==> config.mk <==
export PLATFORM = sky130hd
export DESIGN_NAME = ilc_interrupt_manager
export DESIGN_NICKNAME = d
export VERILOG_FILES = /design/src/shared/ilc_pkg.sv /design/src/ilc_log_writer.sv /design/src/ilc_interrupt_manager.sv
export SDC_FILE = /design/constraint.sdc
export NUM_CORES = 1
export LEC_CHECK = 0
export BUFFER_PORTS_ARGS = -buffer_cell sky130_fd_sc_hd__buf_2
export CAP_MARGIN = 25
export CORE_MARGIN = 2
export CORE_UTILIZATION = 59
export CTS_BUF_LIST = sky130_fd_sc_hd__clkbuf_16
export DETAILED_ROUTE_END_ITERATION = 6
export GPL_TIMING_DRIVEN = 1
export PLACE_DENSITY = 0.8
export SYNTH_ARGS = -nofsm -noshare
export SYNTH_HDL_FRONTEND = slang
export SYNTH_HIERARCHICAL = 1
export SYNTH_SLANG_ARGS = --single-unit
==> constraint.sdc <==
create_clock -name clk -period 10 [get_ports clk]
set_input_delay 1.5 -clock clk [delete_from_list [all_inputs] [get_ports clk]]
set_output_delay 1.5 -clock clk [all_outputs]
set_load 0.05 [all_outputs]
==> src/shared/ilc_pkg.sv <==
package ilc_pkg;

  // ---------------------------------------------------------------
  // bus and word sizes
  // ---------------------------------------------------------------
  localparam int ADDR_W = 6;
  localparam int DATA_W = 16;
  localparam int LOG_ADDR_W = 9;
  localparam int COUNT_W = 7;
  localparam int SLOT_W = 5;

  // ---------------------------------------------------------------
  // register word indices on the avalon bus
  // ---------------------------------------------------------------
  localparam logic [5:0] HW_PEND_OFFSET = 6'h06;
  localparam logic [5:0] BC_PEND_OFFSET = 6'h07;
  localparam logic [5:0] RT_PEND_OFFSET = 6'h09;
  localparam logic [5:0] COUNT_PTR_OFFSET = 6'h0A;
  localparam logic [5:0] HW_EN_OFFSET = 6'h0F;
  localparam logic [5:0] HW_OE_OFFSET = 6'h13;
  localparam logic [5:0] BC_EN_OFFSET = 6'h20;
  localparam logic [5:0] BC_OE_OFFSET = 6'h21;
  localparam logic [5:0] RT_EN_OFFSET = 6'h22;
  localparam logic [5:0] RT_OE_OFFSET = 6'h23;
  localparam logic [5:0] CONTROL_OFFSET = 6'h24;

  // ---------------------------------------------------------------
  // field layout
  // ---------------------------------------------------------------
  localparam int CONTROL_BC_ENABLE_BIT = 0;
  localparam int CONTROL_RT_ENABLE_BIT = 1;
  localparam int CONTROL_SOFT_RESET_BIT = 2;
  localparam int CONTROLLER_NONZERO_BIT = 0;
  localparam int TERMINAL_NONZERO_BIT = 2;
  localparam int COUNT_LSB = 9;
  localparam logic [15:0] HW_FLAG_MASK = 16'hFFF8;
  localparam logic [2:0] LOG_TOP_BITS = 3'h6;

  // ---------------------------------------------------------------
  // reset values
  // ---------------------------------------------------------------
  localparam logic [15:0] HW_EN_RESET = 16'hE000;
  localparam logic [15:0] HW_OE_RESET = 16'h0000;
  localparam logic [15:0] HW_LOC_WORD = 16'h0000;
  localparam logic [8:0] LOG_PTR_FIRST = 9'h180;
  localparam logic [8:0] LOG_PTR_LAST = 9'h1BE;
  localparam logic [6:0] COUNT_MAX = 7'h7F;
  localparam logic [15:0] COUNT_PTR_RESET = 16'h0180;

  // ---------------------------------------------------------------
  // log writer states
  // ---------------------------------------------------------------
  typedef enum logic [2:0]
  {
    ILC_WR_IDLE = 3'b001,
    ILC_WR_ID = 3'b010,
    ILC_WR_LOC = 3'b100
  } ilc_wr_state_t;

endpackage

==> src/ilc_log_writer.sv <==
`timescale 1ns/100ps
`default_nettype none
module ilc_log_writer
(
  input wire logic clk,
  input wire logic reset,
  input wire logic start,
  input wire logic [ilc_pkg::LOG_ADDR_W-1:0] start_ptr,
  input wire logic [ilc_pkg::DATA_W-1:0] start_id,
  input wire logic [ilc_pkg::DATA_W-1:0] start_loc,
  output logic busy,
  output logic done,
  output logic ram_we,
  output logic [ilc_pkg::LOG_ADDR_W-1:0] ram_addr,
  output logic [ilc_pkg::DATA_W-1:0] ram_wdata
);
  import ilc_pkg::*;

  ilc_wr_state_t state;
  logic [DATA_W-1:0] loc_hold;

  assign busy = (state != ILC_WR_IDLE);

  // ---------------------------------------------------------------
  // two-word entry sequencer
  // ---------------------------------------------------------------
  always_ff @(posedge clk or posedge reset)
  begin
    if (reset)
    begin
      state <= ILC_WR_IDLE;
      ram_we <= 1'b0;
      ram_addr <= LOG_PTR_FIRST;
      ram_wdata <= 16'h0000;
      loc_hold <= 16'h0000;
      done <= 1'b0;
    end
    else
    begin
      done <= 1'b0;
      case (state)
        ILC_WR_IDLE:
        begin
          if (start)
          begin
            state <= ILC_WR_ID;
            ram_we <= 1'b1;
            ram_addr <= start_ptr;
            ram_wdata <= start_id;
            loc_hold <= start_loc;
          end
        end
        ILC_WR_ID:
        begin
          state <= ILC_WR_LOC;
          ram_addr <= ram_addr + 9'h001;
          ram_wdata <= loc_hold;
        end
        ILC_WR_LOC:
        begin
          state <= ILC_WR_IDLE;
          ram_we <= 1'b0;
          done <= 1'b1;
        end
        default:
        begin
          state <= ILC_WR_IDLE;
          ram_we <= 1'b0;
        end
      endcase
    end
  end

  // ---------------------------------------------------------------
  // checks
  // ---------------------------------------------------------------
  log_pair_a: assert property (@(posedge clk) disable iff (reset)
    (start && !busy) |=> (ram_we && ram_addr == $past(start_ptr)) ##1
    (ram_we && ram_addr == $past(start_ptr, 2) + 9'h001) ##1 done)
    else $error("log entry not written as a word pair");

endmodule
`default_nettype wire

==> src/ilc_interrupt_manager.sv <==
// The Avalon-MM interface to the registers was decided locally.
`timescale 1ns/100ps
`default_nettype none
module ilc_interrupt_manager
#(
  parameter int DATA_WIDTH = ilc_pkg::DATA_W
)
(
  input wire logic clk,
  input wire logic reset,
  input wire logic [ilc_pkg::ADDR_W-1:0] avs_address,
  input wire logic avs_read,
  input wire logic avs_write,
  input wire logic [ilc_pkg::DATA_W-1:0] avs_writedata,
  input wire logic [1:0] avs_byteenable,
  output logic [ilc_pkg::DATA_W-1:0] avs_readdata,
  output logic avs_waitrequest,
  input wire logic [ilc_pkg::DATA_W-1:0] hw_event,
  input wire logic [ilc_pkg::DATA_W-1:0] bc_event,
  input wire logic [ilc_pkg::DATA_W-1:0] bc_event_location,
  input wire logic [ilc_pkg::DATA_W-1:0] rt_event,
  input wire logic [ilc_pkg::DATA_W-1:0] rt_event_location,
  output logic irq_n,
  output logic terminal_soft_reset,
  output logic log_we,
  output logic [ilc_pkg::LOG_ADDR_W-1:0] log_addr,
  output logic [ilc_pkg::DATA_W-1:0] log_data
);
  import ilc_pkg::*;

  if (DATA_WIDTH != DATA_W)
  begin : width_check
    $error("data width must be 16");
  end

  // ---------------------------------------------------------------
  // helpers
  // ---------------------------------------------------------------
  function automatic logic [15:0] merge_bytes(input logic [15:0] old, input logic [15:0] wd,
                                              input logic [1:0] be);
    merge_bytes = {be[1] ? wd[15:8] : old[15:8], be[0] ? wd[7:0] : old[7:0]};
  endfunction

  function automatic logic [6:0] sat_inc(input logic [6:0] c);
    sat_inc = (c == COUNT_MAX) ? COUNT_MAX : c + 7'h01;
  endfunction

  // ---------------------------------------------------------------
  // state
  // ---------------------------------------------------------------
  logic [15:0] hw_en, hw_oe, bc_en, bc_oe, rt_en, rt_oe;
  logic bc_active, rt_active;
  logic [15:0] hw_flags, bc_pend, rt_pend;
  logic [15:0] hw_q, bc_q, rt_q, bc_loc_q, rt_loc_q;
  logic [6:0] count;
  logic [4:0] slot;
  logic log_start;
  logic [15:0] log_id, log_loc;
  logic writer_busy, log_done;
  logic [15:0] hw_hits, bc_hits, rt_hits, hw_view, next_readdata;
  logic [8:0] log_ptr;
  logic [6:0] count_base;
  logic req, take, rd_take, wr_take, can_start, start_hw, start_bc, start_rt;
  logic clr_hw, clr_bc, clr_rt, clr_count;

  // ---------------------------------------------------------------
  // event qualification
  // ---------------------------------------------------------------
  assign hw_hits = hw_event & hw_en & HW_FLAG_MASK;
  assign bc_hits = bc_event & bc_en & {16{bc_active}};
  assign rt_hits = rt_event & rt_en & {16{rt_active}};
  assign log_ptr = {LOG_TOP_BITS, slot, 1'b0};
  assign hw_view = hw_flags | {13'h0000, |rt_pend, 1'b0, |bc_pend};

  // ---------------------------------------------------------------
  // avalon access
  // ---------------------------------------------------------------
  assign req = avs_read || avs_write;
  assign take = req && !avs_waitrequest;
  assign rd_take = take && avs_read;
  assign wr_take = take && avs_write;
  assign clr_hw = rd_take && avs_address == HW_PEND_OFFSET;
  assign clr_bc = rd_take && avs_address == BC_PEND_OFFSET;
  assign clr_rt = rd_take && avs_address == RT_PEND_OFFSET;
  assign clr_count = rd_take && avs_address == COUNT_PTR_OFFSET;

  always_comb
  begin
    case (avs_address)
      HW_PEND_OFFSET: next_readdata = hw_view;
      BC_PEND_OFFSET: next_readdata = bc_pend;
      RT_PEND_OFFSET: next_readdata = rt_pend;
      COUNT_PTR_OFFSET: next_readdata = {count, log_ptr};
      HW_EN_OFFSET: next_readdata = hw_en;
      HW_OE_OFFSET: next_readdata = hw_oe;
      BC_EN_OFFSET: next_readdata = bc_en;
      BC_OE_OFFSET: next_readdata = bc_oe;
      RT_EN_OFFSET: next_readdata = rt_en;
      RT_OE_OFFSET: next_readdata = rt_oe;
      CONTROL_OFFSET: next_readdata = {14'h0000, rt_active, bc_active};
      default: next_readdata = 16'h0000;
    endcase
  end

  // one wait state; data is frozen in the wait cycle and cleared against it
  always_ff @(posedge clk or posedge reset)
  begin
    if (reset)
    begin
      avs_waitrequest <= 1'b1;
      avs_readdata <= 16'h0000;
    end
    else
    begin
      avs_waitrequest <= !(req && avs_waitrequest);
      if (avs_read && avs_waitrequest)
      begin
        avs_readdata <= next_readdata;
      end
    end
  end

  // ---------------------------------------------------------------
  // writable registers
  // ---------------------------------------------------------------
  always_ff @(posedge clk or posedge reset)
  begin
    if (reset)
    begin
      hw_en <= HW_EN_RESET;
      hw_oe <= HW_OE_RESET;
      bc_en <= 16'h0000;
      bc_oe <= 16'h0000;
      rt_en <= 16'h0000;
      rt_oe <= 16'h0000;
      bc_active <= 1'b0;
      rt_active <= 1'b0;
      terminal_soft_reset <= 1'b0;
    end
    else
    begin
      terminal_soft_reset <= 1'b0;
      if (wr_take)
      begin
        case (avs_address)
          HW_EN_OFFSET: hw_en <= merge_bytes(hw_en, avs_writedata, avs_byteenable);
          HW_OE_OFFSET: hw_oe <= merge_bytes(hw_oe, avs_writedata, avs_byteenable);
          BC_EN_OFFSET: bc_en <= merge_bytes(bc_en, avs_writedata, avs_byteenable);
          BC_OE_OFFSET: bc_oe <= merge_bytes(bc_oe, avs_writedata, avs_byteenable);
          RT_EN_OFFSET: rt_en <= merge_bytes(rt_en, avs_writedata, avs_byteenable);
          RT_OE_OFFSET: rt_oe <= merge_bytes(rt_oe, avs_writedata, avs_byteenable);
          CONTROL_OFFSET:
          begin
            if (avs_byteenable[0])
            begin
              bc_active <= avs_writedata[CONTROL_BC_ENABLE_BIT];
              rt_active <= avs_writedata[CONTROL_RT_ENABLE_BIT];
              terminal_soft_reset <= avs_writedata[CONTROL_SOFT_RESET_BIT];
            end
          end
          default:
          begin
          end
        endcase
      end
    end
  end

  // ---------------------------------------------------------------
  // pending registers, set wins over the read clear
  // ---------------------------------------------------------------
  always_ff @(posedge clk or posedge reset)
  begin
    if (reset)
    begin
      hw_flags <= 16'h0000;
      bc_pend <= 16'h0000;
      rt_pend <= 16'h0000;
    end
    else
    begin
      hw_flags <= ((clr_hw ? hw_flags & ~avs_readdata : hw_flags) | hw_hits) & HW_FLAG_MASK;
      bc_pend <= (clr_bc ? bc_pend & ~avs_readdata : bc_pend) | bc_hits;
      rt_pend <= ((clr_rt || terminal_soft_reset) ? rt_pend & ~avs_readdata & {16{!terminal_soft_reset}}
                  : rt_pend) | rt_hits;
    end
  end

  // ---------------------------------------------------------------
  // request output
  // ---------------------------------------------------------------
  always_ff @(posedge clk or posedge reset)
  begin
    if (reset)
    begin
      irq_n <= 1'b1;
    end
    else
    begin
      irq_n <= !(|(hw_flags & hw_oe) || |(bc_pend & bc_oe) || |(rt_pend & rt_oe));
    end
  end

  // ---------------------------------------------------------------
  // log entry queue, one merged entry per source
  // ---------------------------------------------------------------
  assign can_start = !writer_busy && !log_start && !log_done;
  assign start_hw = can_start && |hw_q;
  assign start_bc = can_start && !(|hw_q) && |bc_q;
  assign start_rt = can_start && !(|hw_q) && !(|bc_q) && |rt_q;

  always_ff @(posedge clk or posedge reset)
  begin
    if (reset)
    begin
      hw_q <= 16'h0000;
      bc_q <= 16'h0000;
      rt_q <= 16'h0000;
      bc_loc_q <= 16'h0000;
      rt_loc_q <= 16'h0000;
      log_start <= 1'b0;
      log_id <= 16'h0000;
      log_loc <= 16'h0000;
    end
    else
    begin
      hw_q <= (start_hw ? 16'h0000 : hw_q) | hw_hits;
      bc_q <= (start_bc ? 16'h0000 : bc_q) | bc_hits;
      rt_q <= (start_rt ? 16'h0000 : rt_q) | rt_hits;
      if (|bc_hits)
      begin
        bc_loc_q <= bc_event_location;
      end
      if (|rt_hits)
      begin
        rt_loc_q <= rt_event_location;
      end
      log_start <= start_hw || start_bc || start_rt;
      if (start_hw)
      begin
        log_id <= hw_q;
        log_loc <= HW_LOC_WORD;
      end
      else if (start_bc)
      begin
        log_id <= bc_q;
        log_loc <= bc_loc_q;
      end
      else if (start_rt)
      begin
        log_id <= rt_q;
        log_loc <= rt_loc_q;
      end
    end
  end

  ilc_log_writer writer
  (
    .clk(clk),
    .reset(reset),
    .start(log_start),
    .start_ptr(log_ptr),
    .start_id(log_id),
    .start_loc(log_loc),
    .busy(writer_busy),
    .done(log_done),
    .ram_we(log_we),
    .ram_addr(log_addr),
    .ram_wdata(log_data)
  );

  // ---------------------------------------------------------------
  // count and log pointer; soft reset does not reach here
  // ---------------------------------------------------------------
  assign count_base = clr_count ? count - avs_readdata[15:COUNT_LSB] : count;

  always_ff @(posedge clk or posedge reset)
  begin
    if (reset)
    begin
      count <= COUNT_PTR_RESET[15:COUNT_LSB];
      slot <= COUNT_PTR_RESET[5:1];
    end
    else
    begin
      count <= log_done ? sat_inc(count_base) : count_base;
      if (log_done)
      begin
        slot <= slot + 5'h01;
      end
    end
  end

  // ---------------------------------------------------------------
  // checks
  // ---------------------------------------------------------------
  disabled_ignored_a: assert property (@(posedge clk) disable iff (reset)
    ((hw_flags & ~$past(hw_flags)) & ~$past(hw_hits)) == 16'h0000)
    else $error("hardware flag set without an enabled event");

  pending_set_a: assert property (@(posedge clk) disable iff (reset)
    (|hw_hits) |=> ((hw_flags & $past(hw_hits)) == $past(hw_hits)))
    else $error("enabled hardware event did not set its flag");

  read_clears_a: assert property (@(posedge clk) disable iff (reset)
    (clr_hw && hw_hits == 16'h0000) |=> ((hw_flags & $past(avs_readdata)) == 16'h0000))
    else $error("read pending flags not cleared");

  irq_raise_a: assert property (@(posedge clk) disable iff (reset)
    (|(hw_hits & hw_oe)) |-> ##2 !irq_n)
    else $error("output enabled event did not raise request");

  irq_idle_a: assert property (@(posedge clk) disable iff (reset)
    (hw_flags == 16'h0000 && bc_pend == 16'h0000 && rt_pend == 16'h0000)[*2] |-> irq_n)
    else $error("request active with nothing pending");

  summary_bits_a: assert property (@(posedge clk) disable iff (reset)
    (avs_read && avs_waitrequest && avs_address == HW_PEND_OFFSET) |=>
    avs_readdata[2:0] == {$past(rt_pend != 16'h0000), 1'b0, $past(bc_pend != 16'h0000)})
    else $error("summary bits disagree with pending registers");

  count_sat_a: assert property (@(posedge clk) disable iff (reset)
    (count == COUNT_MAX && !clr_count) |=> count == COUNT_MAX)
    else $error("count left saturation");

  count_step_a: assert property (@(posedge clk) disable iff (reset)
    (log_done && !clr_count && count < COUNT_MAX) |=> count == $past(count) + 7'h01)
    else $error("count did not advance on a logged entry");

  pointer_range_a: assert property (@(posedge clk) disable iff (reset)
    log_we |-> (log_addr[8:6] == LOG_TOP_BITS && log_addr[0] == $past(log_we)))
    else $error("log address out of range or odd at entry start");

  pointer_wrap_a: assert property (@(posedge clk) disable iff (reset)
    (log_done && log_ptr == LOG_PTR_LAST) |=> log_ptr == LOG_PTR_FIRST)
    else $error("log pointer did not wrap");

  soft_keep_a: assert property (@(posedge clk) disable iff (reset)
    (terminal_soft_reset && !log_done && !clr_count) |=> $stable(count) && $stable(slot))
    else $error("soft reset disturbed count register");

  hw_zero_loc_a: assert property (@(posedge clk) disable iff (reset)
    start_hw |=> ##2 (log_we && log_data == HW_LOC_WORD))
    else $error("hardware entry with nonzero location word");

  wrap_seen_c: cover property (@(posedge clk) disable iff (reset) log_done && log_ptr == LOG_PTR_LAST);
  irq_seen_c: cover property (@(posedge clk) disable iff (reset) $fell(irq_n));
  count_full_c: cover property (@(posedge clk) disable iff (reset) count == COUNT_MAX);
  two_sources_c: cover property (@(posedge clk) disable iff (reset) |hw_hits && |bc_hits);

endmodule
`default_nettype wire

==> summary.md <==
| Metric | Value |
|---|---|
| Status | finished, violations left |
| Failing checks | design-rule violations |
| Yosys Warn Count | 6 |
| Primary FF master, synth | dfrtp_1 |
| CP startpoint | avs_address[3] |
| Met1 Track Usage GR | 50.6% |
| Max Cap Viol | 0 |
| Commonest non-fill, non-tap cell in the layout | dfrtp_1 |
| CTS resizes | 0 |
| Worst-path maximum fanout | 18 |
| CTS tree | done |
| Worst setup EP type | flip-flop |
| Syn Inst Count | 1313 |
| Remaining Overflow, GRT | 0 |
| CP required | 10.40 ns |
| Layout cells sized above 1 | 26.2% |
| Unrepaired setup endpoints after global routing | false |
| Global-route met3 utilization | 7.53% |
| Number of synthesized register bits | 330 |
| Nets@finish | 1571 |
| Critical path class | in -> reg |
| Register area share after synthesis | 54.8% |
| Most frequent cells in the layout | dfrtp_1 (322), nand2_1 (208), buf_2 (150), mux2_2 (135), a22oi_1 (76) |
| Reg2reg setup slack | 7.09 ns |
| Vias in the first global route | 11900 |
| Fillcell total | 1895 |
| F_max | 270 MHz |
| Drt first pass iters | 7 |
| Final Hold Viols | 0 |
| Source of the worst register-to-register timing path | hw_q[4] |
| Starting Density | 59.9% |
| Tcrit/Tclk final | 37.1% |
| Reg-to-Reg End | log_loc[6] |
| IO Count | 153 |
| Number of setup buffers added after CTS | 0 |
| Die Ht | 164 microns |
| CTS root buf | clkbuf_16 |
| R2R cell count | 7 |
| CTS Hold Buffers Added | 0 |
| Clk_lat worst skew | 0.52 ns |
| Vias per inst | 6.87 |
| Asr flop ratio synth | 100% |
| Max-slew violations | 0 |
| CTS Buf Count | 35 |
| Tightest Pin Transition | 1.15 ns |
| Post-Route WL | 47.7 mm |
| CP Launch Type | input port |
| DP HPWL | 33.5 mm |
| Setup TNS | 0 ns |
| Setup clock skew after layout | 0.0231 ns |
| CTS Sinks | 330 |
| Power density over the cells | 234 nW/um^2 |
| First-pass GRT wire length | 71.1 mm |
| Largest net degree at the start of global routing | 144 |
| Hold crit path type | reg -> reg |
| Met2 usage | 52.3% |
| Leak | 8.39 nW |
| Clock-pin slew on the worst setup and hold paths | 0.06 ns |
| Worst endpoint data arrival time | 4.11 ns |
| Final hold slack | 0.462 ns |
| Die Wd | 164 microns |
| Die area | 26900 sq um |
| # setup viols final | 0 |
| Residual DRC | 17 |
| Core footprint | 25200 sq um |
| Final Power | 4.00 mW |
| Max_slew headroom | 23.3% |
| P&R area growth vs syn | 13.4% |
| Distinct cells, synth | 78 |
| Wire length per cell | 26.5 microns |
| Placer Congestion | 1.04 |
| DRT iter0 DRCs | 1833 |
| Max rail drop VDD | 194 uV |
| CTS HTree Levels | 2 |
| Fin crit period | 3.71 ns |
| Area after DPL | 16100 sq um |
| Port Buffers | 149 |
| ANT nets after route | 0 |
| Avg Cell Area, Syn | 11.5 sq um |
| Final instance area | 17100 sq um |
| Post-synth EDFFs | 0 |
| CP endpoint | bc_oe[8] |
| GRT Resource Usage Total | 35.6% |
| Row cnt | 58 |
| Clk buf depth | 3 |
| CP cell instances | buf_2 -> or4b_1 -> nor3b_4 -> nand2_2 -> mux2_2 |
| Slowest stage delay, CP | 0.97 ns |
| CP max stage cell | nor3b_4 |
| Initial antenna violation count | 2 |
| Vias | 12400 |
| Syn Std Cell Area | 15100 sq um |
| Top Usage Layer GRT | met2 |
per-layer routing:
layer  up-vias  routed length (microns)
li1       5200                        -
met2       879                    20800
met1      6096                    18500
met4         0                     2690
met5         -                        0
met3       207                     5780
stage by stage:
step                      utilization (%)  cells  setup WS, ns
after floorplan                         -   1315         0.673
after global placement               63.9   1742          5.67
after detailed placement             64.0   1743          5.55
after CTS                            67.8   1797          6.06
after global routing                 68.0   1802          6.34
final                                68.0   1802          6.29
critical path: cells and delay by family:
kind,cells,cell delay (ns)
AND/OR/NAND/NOR,3,2.05
multiplexers,1,0.39
buffers and inverters,1,0.16
flip-flops by register name (all words and copies together), names as in the netlist, 3 cells and up:
register and flops:
log_loc 16, count 7, bc_oe 16, hw_flags 13
bc_en 16, writer/ram_wdata 16, log_id 16, bc_pend 16
bc_loc_q 16, rt_oe 16, avs_readdata 16, rt_loc_q 16
hw_en 16, writer/loc_hold 16, bc_q 16, hw_q 13
writer/state 3, rt_q 16, rt_pend 16, slot 5
writer/ram_addr 9, hw_oe 16, rt_en 16
synth_stat cells, drive strengths merged, types with 22 or more instances:
cell type	instances	area (sq um)
a22o	44	385
buf	36	201
a22oi	76	571
nor2	40	165
o21ai	39	195
nor4	22	150
clkbuf	34	130
mux2i	23	230
nand3	30	150
dfrtp	322	8060
nand2	214	818
mux2	136	1540
a32o	32	320
kinds of logic after synthesis:
group	after synthesis	synth area share (%)
AOI/OAI and AO/OA	317	16.4
DFF	330	54.8
muxes	159	11.7
buffers and inverters	87	2.62
other	2	0.0498
and+or+nand+nor	400	13.1
xor gates and xnor gates	8	0.464
adders and majority gates	10	0.879
report_power, final:
group | switching [mW] | internal (mW) | total [mW]
registers | 0.220 | 1.55 | 1.77
logic | 0.740 | 0.348 | 1.09
clock network | 0.512 | 0.630 | 1.14
how the worst min path moves through the flow:
stage | startpoint | to | slack (ns) | cells past startpoint
6_report | writer/state[1] | writer/done | 0.46 | 1
5_1_grt | log_loc[0] | writer/loc_hold[0] | 0.47 | 2
4_1_cts | writer/state[1] | writer/done | 0.46 | 1
3_5_place_dp | log_loc[0] | writer/loc_hold[0] | 0.45 | 2
3_3_place_gp | log_loc[2] | writer/loc_hold[2] | 0.45 | 2
2_1_floorplan | writer/state[1] | writer/done | 0.44 | 1
area by class of cell:
| type | count | area [sq um] | share of cell area, % |
|---|---|---|---|
| antenna | 2 | 5.00 | 0.0292 |
| clock buffer | 35 | 876 | 5.11 |
| clock inverter | 19 | 86.3 | 0.504 |
| inverter | 17 | 71.3 | 0.416 |
| multi-input combinational | 898 | 6460 | 37.7 |
| sequential | 330 | 8270 | 48.3 |
| tap | 330 | 413 | 2.41 |
| timing repair buffer | 171 | 941 | 5.49 |
Power figures use the tool's default switching activity.
